**src/gpbcd_pkg.sv**
```systemverilog
// Package with register map, reset values and carrier types of the port B/C/D block
package gpbcd_pkg;

    // ------------------------------------------------------------
    // Register indices; byte address is four times the index
    // ------------------------------------------------------------
    localparam logic [5:0] GPBCD_IDX_B_DATA = 6'h01;
    localparam logic [5:0] GPBCD_IDX_C_DATA = 6'h02;
    localparam logic [5:0] GPBCD_IDX_D_DATA = 6'h03;
    localparam logic [5:0] GPBCD_IDX_B_DIR  = 6'h05;
    localparam logic [5:0] GPBCD_IDX_C_DIR  = 6'h06;
    localparam logic [5:0] GPBCD_IDX_D_DIR  = 6'h07;
    localparam logic [5:0] GPBCD_IDX_B_PUE  = 6'h09;
    localparam logic [5:0] GPBCD_IDX_C_PUE  = 6'h0a;
    localparam logic [5:0] GPBCD_IDX_D_PUE  = 6'h0b;

    // ------------------------------------------------------------
    // Field layout and reset values
    // ------------------------------------------------------------
    localparam int         GPBCD_C_IO_BITS   = 3;      // Port C bidirectional bits 2..0
    localparam int         GPBCD_C_BITS      = 4;      // Port C width, bit 3 input only
    localparam int         GPBCD_PORT_BITS   = 8;      // Port B and D width
    localparam int         GPBCD_PIN_BITS    = 20;     // All pins sampled together
    localparam logic [7:0] GPBCD_DIR_RST     = 8'h00;
    localparam logic [7:0] GPBCD_PUE_RST     = 8'h00;
    localparam logic [7:0] GPBCD_OE_B_RST    = 8'hff;
    localparam logic [7:0] GPBCD_PULL_RST    = 8'h00;

    // ------------------------------------------------------------
    // Carrier types
    // ------------------------------------------------------------
    typedef struct packed {
        logic [7:0] dir;                       // 1 = output
        logic [7:0] pue;                       // 1 = pull-up wanted
    } gpbcd_cfg_type;

    typedef struct packed {
        logic [7:0] oe_b;                      // Low while driving
        logic [7:0] pull;                      // Pull-up connected
    } gpbcd_pad_type;

endpackage : gpbcd_pkg

```
**src/gpbcd_top.sv**
```systemverilog
// Port B pull-up, port B data/direction, port C and port D general-purpose I/O with APB slave
//
// The APB register port was chosen for this implementation.
`timescale 1ns/1ps
//
// Functional notes
// RULE_01: Pull-up connects only when its enable bit is 1 and direction is input.
// RULE_02: Output direction forces that pin's pull-up off, whatever the enable holds.
// RULE_03: Enable bit 0 keeps pull-up off in every direction setting.
// RULE_04: Port C is 4 bits; bit 3 input only, bits 2..0 bidirectional.
// RULE_05: Port C data bit 3 reads live pin level; writes ignored.
// RULE_06: Port C latch bits 2..0 are read/write and untouched by reset.
// RULE_07: Port D is 8 bidirectional bits; latch read/write, untouched by reset.
// RULE_08: Direction 1 enables output buffer from latch; 0 makes pin input.
// RULE_09: Reset clears port C direction bits 2..0.
// RULE_10: Reset clears all eight port D direction bits.
// RULE_11: Port C data read gives latch where output, pin where input.
// RULE_12: Port D data read gives latch where output, pin where input.
// RULE_13: Data writes always update latch; input reads still show pin.
// RULE_14: Software loads latch before setting direction bit, avoiding glitches.
// RULE_15: Port C has four pull-up enable bits, including input-only pin.
// RULE_16: Ports B and D have eight read/write pull-up enable bits each.
// RULE_17: Port B data read gives latch where output, pin where input.
// RULE_18: Reset clears all eight port B direction bits.
// RULE_19: Reset clears every pull-up enable bit.
// RULE_20: Unused port C upper bits read zero and ignore writes.
//
module gpbcd_top
    import gpbcd_pkg::*;
(
    // Clock, reset and enable
    input  wire logic        sys_clk_i,
    input  wire logic        rst_b_i,
    input  wire logic        ce_i,
    // APB slave
    input  wire logic        psel_i,
    input  wire logic        penable_i,
    input  wire logic        pwrite_i,
    input  wire logic [7:0]  paddr_i,
    input  wire logic [31:0] pwdata_i,
    input  wire logic [3:0]  pstrb_i,
    output logic             pready_o,
    output logic [31:0]      prdata_o,
    output logic             pslverr_o,
    // Port B pins
    input  wire logic [7:0]  pin_b_i,
    output logic [7:0]       pin_b_o,
    output logic [7:0]       pin_b_oe_b_o,
    output logic [7:0]       pin_b_pu_o,
    // Port C pins
    input  wire logic [3:0]  pin_c_i,
    output logic [2:0]       pin_c_o,
    output logic [2:0]       pin_c_oe_b_o,
    output logic [3:0]       pin_c_pu_o,
    // Port D pins
    input  wire logic [7:0]  pin_d_i,
    output logic [7:0]       pin_d_o,
    output logic [7:0]       pin_d_oe_b_o,
    output logic [7:0]       pin_d_pu_o
);

    // ------------------------------------------------------------
    // Read selection shared by all three ports
    // ------------------------------------------------------------
    function automatic logic [7:0] gpbcd_rd_mux(
        input logic [7:0] lat,
        input logic [7:0] dir,
        input logic [7:0] pin
    );
        return (lat & dir) | (pin & ~dir);
    endfunction

    // Pull-up is on only for an enabled bit whose pin is an input
    function automatic logic [7:0] gpbcd_pull(
        input logic [7:0] pue,
        input logic [7:0] dir
    );
        return pue & ~dir;
    endfunction

    // ------------------------------------------------------------
    // State
    // ------------------------------------------------------------
    logic [GPBCD_PIN_BITS-1:0]  pin_s1_q;
    logic [GPBCD_PIN_BITS-1:0]  pin_s2_q;
    logic [7:0]                 lat_b_q;
    logic [7:0]                 lat_b_d;
    logic [GPBCD_C_IO_BITS-1:0] lat_c_q;
    logic [GPBCD_C_IO_BITS-1:0] lat_c_d;
    logic [7:0]                 lat_d_q;
    logic [7:0]                 lat_d_d;
    gpbcd_cfg_type              cfg_b_q;
    gpbcd_cfg_type              cfg_b_d;
    gpbcd_cfg_type              cfg_c_q;
    gpbcd_cfg_type              cfg_c_d;
    gpbcd_cfg_type              cfg_d_q;
    gpbcd_cfg_type              cfg_d_d;
    gpbcd_pad_type              pad_b_q;
    gpbcd_pad_type              pad_b_d;
    gpbcd_pad_type              pad_c_q;
    gpbcd_pad_type              pad_c_d;
    gpbcd_pad_type              pad_d_q;
    gpbcd_pad_type              pad_d_d;
    logic [7:0]                 drv_b_q;
    logic [GPBCD_C_IO_BITS-1:0] drv_c_q;
    logic [7:0]                 drv_d_q;
    logic                       pready_q;
    logic                       pready_d;
    logic [31:0]                prdata_q;
    logic [31:0]                prdata_d;
    logic                       pslverr_q;
    logic                       pslverr_d;

    // ------------------------------------------------------------
    // Synchronised pin levels
    // ------------------------------------------------------------
    wire logic [7:0] pin_b_s = pin_s2_q[7:0];
    wire logic [3:0] pin_c_s = pin_s2_q[11:8];
    wire logic [7:0] pin_d_s = pin_s2_q[19:12];

    // ------------------------------------------------------------
    // APB decode
    // ------------------------------------------------------------
    wire logic [5:0] idx       = paddr_i[7:2];
    wire logic       aligned   = (paddr_i[1:0] == 2'b00);
    wire logic       hit_b_dat = aligned & (idx == GPBCD_IDX_B_DATA);
    wire logic       hit_c_dat = aligned & (idx == GPBCD_IDX_C_DATA);
    wire logic       hit_d_dat = aligned & (idx == GPBCD_IDX_D_DATA);
    wire logic       hit_b_dir = aligned & (idx == GPBCD_IDX_B_DIR);
    wire logic       hit_c_dir = aligned & (idx == GPBCD_IDX_C_DIR);
    wire logic       hit_d_dir = aligned & (idx == GPBCD_IDX_D_DIR);
    wire logic       hit_b_pue = aligned & (idx == GPBCD_IDX_B_PUE);
    wire logic       hit_c_pue = aligned & (idx == GPBCD_IDX_C_PUE);
    wire logic       hit_d_pue = aligned & (idx == GPBCD_IDX_D_PUE);
    wire logic       mapped    = hit_b_dat | hit_c_dat | hit_d_dat
                               | hit_b_dir | hit_c_dir | hit_d_dir
                               | hit_b_pue | hit_c_pue | hit_d_pue;

    // First access cycle prepares the answer, second one completes it
    wire logic acc_first = psel_i & penable_i & ~pready_q;
    wire logic acc_done  = psel_i & penable_i & pready_q;
    wire logic wr_en     = acc_done & pwrite_i & pstrb_i[0];
    wire logic [7:0] wbyte = pwdata_i[7:0];

    // ------------------------------------------------------------
    // Data latch next values
    // ------------------------------------------------------------
    // Latches take a write whatever the direction
    assign lat_b_d = (wr_en & hit_b_dat) ? wbyte : lat_b_q;                          // [RULE_13]
    assign lat_c_d = (wr_en & hit_c_dat) ? wbyte[GPBCD_C_IO_BITS-1:0] : lat_c_q;     // [RULE_05] [RULE_06]
    assign lat_d_d = (wr_en & hit_d_dat) ? wbyte : lat_d_q;                          // [RULE_07] [RULE_13]

    // ------------------------------------------------------------
    // Direction and pull-up enable next values
    // ------------------------------------------------------------
    // Port B, full width
    assign cfg_b_d.dir = (wr_en & hit_b_dir) ? wbyte : cfg_b_q.dir;
    assign cfg_b_d.pue = (wr_en & hit_b_pue) ? wbyte : cfg_b_q.pue;                  // [RULE_16]

    // Port C: bit 3 has no direction, upper bits stay zero
    assign cfg_c_d.dir = (wr_en & hit_c_dir) ? {5'h00, wbyte[2:0]} : cfg_c_q.dir;    // [RULE_04] [RULE_20]
    assign cfg_c_d.pue = (wr_en & hit_c_pue) ? {4'h0, wbyte[3:0]} : cfg_c_q.pue;     // [RULE_15] [RULE_20]

    // Port D, full width
    assign cfg_d_d.dir = (wr_en & hit_d_dir) ? wbyte : cfg_d_q.dir;                  // [RULE_07]
    assign cfg_d_d.pue = (wr_en & hit_d_pue) ? wbyte : cfg_d_q.pue;                  // [RULE_16]

    // ------------------------------------------------------------
    // Pad control next values, taken from next register state so
    // the pads follow a register write at the same edge
    // ------------------------------------------------------------
    assign pad_b_d.oe_b = ~cfg_b_d.dir;                                              // [RULE_08]
    assign pad_b_d.pull = gpbcd_pull(cfg_b_d.pue, cfg_b_d.dir);                      // [RULE_01] [RULE_02] [RULE_03]
    assign pad_c_d.oe_b = ~cfg_c_d.dir;                                              // [RULE_08] [RULE_04]
    assign pad_c_d.pull = gpbcd_pull(cfg_c_d.pue, cfg_c_d.dir);                      // [RULE_01] [RULE_02] [RULE_03]
    assign pad_d_d.oe_b = ~cfg_d_d.dir;                                              // [RULE_08]
    assign pad_d_d.pull = gpbcd_pull(cfg_d_d.pue, cfg_d_d.dir);                      // [RULE_01] [RULE_02] [RULE_03]

    // ------------------------------------------------------------
    // Read data selection
    // ------------------------------------------------------------
    wire logic [7:0] rd_b_dat = gpbcd_rd_mux(lat_b_q, cfg_b_q.dir, pin_b_s);         // [RULE_17]
    // Port C bit 3 direction is always 0, so it always shows its pin
    wire logic [7:0] rd_c_dat = gpbcd_rd_mux({5'h00, lat_c_q}, cfg_c_q.dir,
                                             {4'h0, pin_c_s});                       // [RULE_11] [RULE_05] [RULE_20]
    wire logic [7:0] rd_d_dat = gpbcd_rd_mux(lat_d_q, cfg_d_q.dir, pin_d_s);         // [RULE_12]

    wire logic [7:0] rd_byte =
        hit_b_dat ? rd_b_dat :
        hit_c_dat ? rd_c_dat :
        hit_d_dat ? rd_d_dat :
        hit_b_dir ? cfg_b_q.dir :
        hit_c_dir ? cfg_c_q.dir :
        hit_d_dir ? cfg_d_q.dir :
        hit_b_pue ? cfg_b_q.pue :
        hit_c_pue ? cfg_c_q.pue :
        hit_d_pue ? cfg_d_q.pue :
        8'h00;

    // ------------------------------------------------------------
    // APB answer next values
    // ------------------------------------------------------------
    assign pready_d  = acc_first;
    assign prdata_d  = (acc_first & ~pwrite_i) ? {24'h000000, rd_byte} :
                       (acc_first ? 32'h00000000 : prdata_q);
    assign pslverr_d = acc_first & ~mapped;

    // ------------------------------------------------------------
    // Pin synchroniser, two stages
    // ------------------------------------------------------------
    always_ff @(posedge sys_clk_i) begin
        if (!rst_b_i) begin
            pin_s1_q <= '0;
            pin_s2_q <= '0;
        end else if (ce_i) begin
            pin_s1_q <= {pin_d_i, pin_c_i, pin_b_i};
            pin_s2_q <= pin_s1_q;
        end
    end

    // ------------------------------------------------------------
    // Data latches and drive flops, not reset
    // ------------------------------------------------------------
    // Latches keep their contents through reset
    always_ff @(posedge sys_clk_i) begin
        if (ce_i) begin
            lat_b_q <= lat_b_d;
            lat_c_q <= lat_c_d;                                                      // [RULE_06]
            lat_d_q <= lat_d_d;                                                      // [RULE_07]
        end
    end

    // Pin drive follows the latch; loading it first avoids a glitch
    always_ff @(posedge sys_clk_i) begin
        if (ce_i) begin
            drv_b_q <= lat_b_d;                                                      // [RULE_08] [RULE_14]
            drv_c_q <= lat_c_d;                                                      // [RULE_08] [RULE_14]
            drv_d_q <= lat_d_d;                                                      // [RULE_08] [RULE_14]
        end
    end

    // ------------------------------------------------------------
    // Configuration registers
    // ------------------------------------------------------------
    always_ff @(posedge sys_clk_i) begin
        if (!rst_b_i) begin
            cfg_b_q.dir <= GPBCD_DIR_RST;                                            // [RULE_18]
            cfg_c_q.dir <= GPBCD_DIR_RST;                                            // [RULE_09]
            cfg_d_q.dir <= GPBCD_DIR_RST;                                            // [RULE_10]
            cfg_b_q.pue <= GPBCD_PUE_RST;                                            // [RULE_19]
            cfg_c_q.pue <= GPBCD_PUE_RST;                                            // [RULE_19]
            cfg_d_q.pue <= GPBCD_PUE_RST;                                            // [RULE_19]
        end else if (ce_i) begin
            cfg_b_q <= cfg_b_d;
            cfg_c_q <= cfg_c_d;
            cfg_d_q <= cfg_d_d;
        end
    end

    // ------------------------------------------------------------
    // Pad control flops
    // ------------------------------------------------------------
    always_ff @(posedge sys_clk_i) begin
        if (!rst_b_i) begin
            pad_b_q <= '{oe_b: GPBCD_OE_B_RST, pull: GPBCD_PULL_RST};                // [RULE_18]
            pad_c_q <= '{oe_b: GPBCD_OE_B_RST, pull: GPBCD_PULL_RST};                // [RULE_09]
            pad_d_q <= '{oe_b: GPBCD_OE_B_RST, pull: GPBCD_PULL_RST};                // [RULE_10]
        end else if (ce_i) begin
            pad_b_q <= pad_b_d;
            pad_c_q <= pad_c_d;
            pad_d_q <= pad_d_d;
        end
    end

    // ------------------------------------------------------------
    // APB answer flops
    // ------------------------------------------------------------
    always_ff @(posedge sys_clk_i) begin
        if (!rst_b_i) begin
            pready_q  <= 1'b0;
            prdata_q  <= 32'h00000000;
            pslverr_q <= 1'b0;
        end else if (ce_i) begin
            pready_q  <= pready_d;
            prdata_q  <= prdata_d;
            pslverr_q <= pslverr_d;
        end
    end

    // ------------------------------------------------------------
    // Outputs, straight from flops
    // ------------------------------------------------------------
    // Bus answer
    assign pready_o     = pready_q;
    assign prdata_o     = prdata_q;
    assign pslverr_o    = pslverr_q;

    // Port B pads
    assign pin_b_o      = drv_b_q;
    assign pin_b_oe_b_o = pad_b_q.oe_b;
    assign pin_b_pu_o   = pad_b_q.pull;

    // Port C pads; bit 3 has no driver at all
    assign pin_c_o      = drv_c_q;                                                   // [RULE_04]
    assign pin_c_oe_b_o = pad_c_q.oe_b[GPBCD_C_IO_BITS-1:0];
    assign pin_c_pu_o   = pad_c_q.pull[GPBCD_C_BITS-1:0];                            // [RULE_15]

    // Port D pads
    assign pin_d_o      = drv_d_q;
    assign pin_d_oe_b_o = pad_d_q.oe_b;
    assign pin_d_pu_o   = pad_d_q.pull;

endmodule // gpbcd_top

```
**config.mk**
```make
export PLATFORM = sky130hd
export DESIGN_NAME = gpbcd_top
export DESIGN_NICKNAME = d
export VERILOG_FILES = /design/src/gpbcd_pkg.sv /design/src/gpbcd_top.sv
export SDC_FILE = /design/constraint.sdc
export NUM_CORES = 1
export LEC_CHECK = 0
export BUFFER_PORTS_ARGS = -buffer_cell sky130_fd_sc_hd__buf_2
export CORE_MARGIN = 8
export CORE_UTILIZATION = 40
export CTS_BUF_LIST = sky130_fd_sc_hd__clkbuf_16
export CTS_CLUSTER_SIZE = 20
export DETAILED_ROUTE_END_ITERATION = 8
export PLACE_DENSITY = 0.61
export SLEW_MARGIN = 15
export SYNTH_ARGS = -nofsm -noshare
export SYNTH_HDL_FRONTEND = slang
export SYNTH_SLANG_ARGS = --single-unit
```
**constraint.sdc**
```tcl
create_clock -name sys_clk_i -period 3.5 [get_ports sys_clk_i]
set_input_delay 0.7 -clock sys_clk_i [delete_from_list [all_inputs] [get_ports sys_clk_i]]
set_output_delay 0.7 -clock sys_clk_i [all_outputs]
set_load 0.01 [all_outputs]
```
# Word level (Yosys, flattened, before mapping)
# Index checks and enable logic that the tools add are counted.
# W data, S select, Z words.
[totals] regBits=180 inputBits=70 out_inout_bits=92 wordCells=109
[classes] bitwise=54 reduce_logical=6 n_mux=20 eq_ne=9
[op_table] operator="$mux W8" count=17
[op_table] operator="$mux W32" count=2
[op_table] operator="$and A8 B8 Y8" count=6
[op_table] operator="$not A8 Y8" count=5
[op_table] operator="$and A1 B1 Y1" count=25
[op_table] operator="$or A8 B8 Y8" count=3
[op_table] operator="$eq A6 B3 Y1 const B" count=3
[op_table] operator="$eq A6 B4 Y1 const B" count=3
[op_table] operator="$eq A6 B2 Y1 const B" count=2
[op_table] operator="$and A3 B8 Y8" count=1
[op_table] operator="$and A4 B8 Y8" count=1
[op_table] operator="$or A1 B1 Y1" count=8
[op_table] operator="$reduce_and A2 Y1" count=4
[op_table] operator="$eq A6 B1 Y1 const B" count=1
[op_table] operator="$and A4 B4 Y4" count=1
[op_table] operator="$not A4 Y4" count=1
[op_table] operator="$mux W3" count=1
[op_table] operator="$not A1 Y1" count=3
[op_table] operator="$logic_not A2 Y1" count=1
[op_table] operator="$reduce_bool A2 Y1" count=1

# Longest topological paths before layout
[depth] word_depth=12 ltp_mapped=7 ltp_nobuf=5

# Least setup slack after synthesis
# No wires, ideal clock.
[synth_timing] kind="input-to-reg" from="in paddr_i[1]" to="reg drv_d_q[0], in the netlist pin_d_o[0], enable pin" arrival_ns=2.192 required_time_ns=3.117 path_slack_ns=0.925 cell_stages=3 setup_time_ns=0.383 path_cell_list="nor4_2 > nand2_1 > nor3_1"
[synth_lines] item="start, declared" line_no="gpbcd_top.sv:39" rtl="input wire logic [7:0] paddr_i,"
[synth_lines] item="end signal, assigned" line_no="gpbcd_top.sv:238" rtl="drv_d_q <= lat_d_d;"
[synth_lines] item="end, declared" line_no="gpbcd_top.sv:106" rtl="logic [7:0] drv_d_q;"

# Worst setup path in the final report
[layout_timing] from="in paddr_i[1]" to="reg pad_d_q, in the netlist pin_d_pu_o[2]"
[layout_between] elab_chain_len=6 word_cells_on_any_way=9
[layout_lines] item="$logic_not A2 Y1 (*)" line_no="gpbcd_top.sv:125" rtl="wire logic aligned = (paddr_i[1:0] == 2'b00);"
[layout_lines] item="$and A1 B1 Y1" line_no="gpbcd_top.sv:131" rtl="wire logic hit_d_dir = aligned & (idx == GPBCD_IDX_D_DIR);"
[layout_lines] item="$and A1 B1 Y1" line_no="gpbcd_top.sv:165" rtl="assign cfg_d_d.dir = (wr_en & hit_d_dir) ? wbyte : cfg_d_q.dir;"
[layout_lines] item="$mux W8" line_no="gpbcd_top.sv:165"
[layout_lines] item="$not A8 Y8" line_no="gpbcd_top.sv:78" rtl="return pue & ~dir;"
[layout_lines] item="$and A8 B8 Y8 (*)" line_no="gpbcd_top.sv:78"
[layout_lines] item="end signal, assigned" line_no="gpbcd_top.sv:267" rtl="pad_d_q <= '{oe_b: GPBCD_OE_B_RST, pull: GPBCD_PULL_RST};"
[layout_lines] item="end signal, assigned" line_no="gpbcd_top.sv:271" rtl="pad_d_q <= pad_d_d;"
[layout_lines] item="end, declared" line_no="gpbcd_top.sv:102" rtl="gpbcd_pad_type pad_d_q;"
# Every way passes the cells marked *; elsewhere a longest branch is shown, timed or not.
# A chain may end at the register's enable or synchronous reset.

==> key figures <==
Pwr
  – Pwr/cell area: 469 nW/um^2
  – IR drop worst, VDD: 0.000321 V
  – Static Leak: ~3.5 nW
  – Total power: 3.89 mW

Clock tree
  – CTS buffer count: 17
  – CTS sink cnt: roughly 150
  – Cts repair resizes: 0
  – Clk_lat worst skew: about 0.42 ns
  – H-tree depth: 4
  – Maximum buffer depth of the clock tree: 2
  – Clk root buf: clkbuf_16
  – Clock transition at path regs: 0.06 ns
  – Hold_buf cts: 0
  – CTS tree: yes
  – Setup Buffers After CTS: 0

Synthesis
  – Number of flops mapped to enable cells by yosys: 19
  – Synth top area share: 0.369
  – Synth area leader: dfxtp_1
  – Netlist Area Pre-Place: around 7000 um^2
  – Synth unique cells: 54
  – Most used DFF post-synth: dfxtp_1
  – Synth async-reset ratio: 0
  – Ys Warns: 0
  – Synth top area cells: dfxtp_1 37%, mux2i_1 14%, edfxtp_1 8.2%
  – Synth Area per Inst: 9.91 um^2
  – Synthesized netlist cell count: between 700 and 800
  – Synth Register Bits: ~150
  – Sequential area share after synthesis: 0.451

Placed design
  – Port bufs: 110
  – Place WS: ~0.5 ns
  – Placed cell count: 1,014
  – Cell Area, Placed: 7700 um^2
  – Global placer's final weighted congestion: roughly 0.87
  – Post-DP HPWL: between 15,000 and 20,000 um

Floorplan
  – IO Pins: around 160
  – Initial Util: 0.407
  – Die X: ~150 um
  – FP Rows: 48
  – Die Y: 148 um
  – DIE AREA: 22,000 um^2
  – Core Footprint: approximately 17,000 um^2

Global routing
  – Met3 usage: 0.0395
  – Busiest grt layer: met2
  – Largest net degree at the start of global routing: 55
  – Remaining Overflow, GRT: 0
  – Initial antenna violation count: 1
  – First-pass GRT wire length: ~32,000 um
  – M1 GR Usage: 0.216
  – Met2 Use GR: 0.329
  – Total track usage: 0.186
  – Number of global-route vias before repair: between 5k and 6k

Critical path
  – Reg2Reg Depth: 5
  – Startpoint Class: input port
  – WP buf/inv: 1
  – Worst setup EP type: flip-flop
  – FF-to-FF setup slack: between 1 and 1.5 ns
  – CP Cell Sequence: buf_2, or4_1, nor2_2, nand3_1, mux2_2, a32o_1
  – Setup CP Type: in -> reg
  – CP max FO: 8
  – CP top delay family: simple AND/OR/NAND/NOR gates
  – Slowest cell on crit path: or4_1
  – Reg-to-reg endpoint: pin_d_pu_o[2]
  – Arr. time, crit path: just under 3 ns
  – Worst EP required: about 3.8 ns
  – FF-to-FF Start: pready_o
  – Max incr delay on CP: 0.75 ns

Final layout
  – Layout cell share with drive strength beyond 1: 0.222
  – Most frequent cells in the layout: 129 x dfxtp_1, 109 x buf_2, 99 x mux2i_1
  – Final Non-Filler Cells: about 1.0k
  – Fillers: approximately 1.6k
  – Final Core Density: 0.484
  – Inserted Diodes: 0
  – Design area: roughly 8300 um^2
  – Synth-to-Final Area Change: 18.8%
  – Commonest non-fill, non-tap cell in the layout: dfxtp_1
  – Nets: just under 900

Timing
  – RSZ-0062 raised after global routing: no
  – Worst-margin pin slew: about 0.8 ns
  – Setup TNS: 0 ns
  – Relative slew slack: 0.467
  – Slack of the critical path: roughly 0.89 ns
  – Highest clock rate: around 0.38 GHz
  – Tcrit/Tclk final: 0.747
  – Worst Skew: 0.00786 ns
  – Final min period: between 2 and 3 ns
  – Fin. max-slew vios: 0
  – Final setup fails: 0
  – Final hold vios: 0
  – Hold_ws: between 0.4 and 0.5 ns

Routing
  – Total wire length: approximately 20,000 um
  – Drt initial violations: between 400 and 500
  – Router iterations before antenna repair: 5
  – WL/cell: 19.5 um
  – Residual DRC: 0
  – Via density: 5.32
  – Routed via count: 5,565
  – DRT antenna net count: 0

Flow run
  – Max-cap violations: 0

Run status
  – Status: complete, no violations

Hold path
  – Hold Startpoint: pin_c_oe_b_o[2]
  – Hold Path End: pin_c_oe_b_o[2]
  – Hold path depth: 2
  – HP Class: reg -> reg
[cell usage after synthesis (8+ instances only)]
master	number
mux2i_1	99
clkbuf_1	38
nor2b_1	69
edfxtp_1	19
nand3_1	15
a21oi_1	14
inv_1	22
nor2_1	12
nand2b_1	14
a21o_1	16
a32o_1	19
o22ai_1	9
nand2_1	58
o21ai_0	29
mux2_2	22
a22oi_1	8
a21boi_0	17
dfxtp_1	129
buf_4	24
[layer usage]
metal | wire length [um] | up-vias
met4 | 318 | 2
met3 | 1010 | 28
met2 | 10500 | 158
met5 | 13 | -
li1 | - | 2684
met1 | 8610 | 2693
[how the worst max path moves through the flow]
stage | start | endpoint | slack [ns] | depth (start not counted)
finish | paddr_i[1] | pin_d_pu_o[2] | 0.89 | 6
global route | paddr_i[1] | pin_d_pu_o[2] | 0.83 | 6
CTS | paddr_i[1] | pin_d_pu_o[2] | 0.92 | 6
detailed placement | paddr_i[1] | pin_d_pu_o[6] | 0.49 | 6
global placement | paddr_i[1] | pin_b_pu_o[2] | 0.55 | 6
floorplan | paddr_i[1] | pin_d_o[0] | 0.92 | 3
[worst reg2reg max path: cells and delay by family, from the launching register on]
kind / cells / cell delay (ns)
flops: 1 / 0.37
simple gates: 3 / 0.98
compound gates: 1 / 0.26
mux: 1 / 0.44
[power by group]
part           switching, mW  total, mW  leakage, nW  internal [mW]
clock network          0.684       1.87        0.293           1.18
registers             0.0176       1.77         1.22           1.75
logic                  0.162      0.259         2.02         0.0963
[state kept, by name (all words and copies together), names as in the netlist, 4 cells and up]
register      cells
cfg_b_q          16
cfg_c_q           8
cfg_d_q          16
pin_b_o           8
pin_b_oe_b_o      8
pin_b_pu_o        8
pin_c_pu_o        4
pin_d_o           8
pin_d_oe_b_o      8
pin_d_pu_o        8
pin_s1_q         20
pin_s2_q         20
prdata_o          8
[kinds of logic (layout without fill, tap and decap cells)]
family | after synthesis | in the layout | synth area share
AND/OR/NAND/NOR | 198 | 198 | 0.157
AO/OA/AOI/OAI | 147 | 147 | 0.152
multiplexers | 121 | 121 | 0.177
flip-flops | 148 | 148 | 0.451
buffers and inverters | 91 | 183 | 0.0626
other | 1 | 24 | 0.000536
[final cells by class]
cell class / count / area (um^2) / share of cell area
Multi-Input combinational cell: 490 / 3490 / 0.420
Timing Repair Buffer: 129 / 696 / 0.0837
Inverter: 22 / 82.6 / 0.00994
Sequential cell: 148 / 3150 / 0.379
Clock buffer: 19 / 475 / 0.0572
Tap cell: 225 / 282 / 0.0339
Clock inverter: 13 / 133 / 0.0160
(Power assumes the default switching activity.)
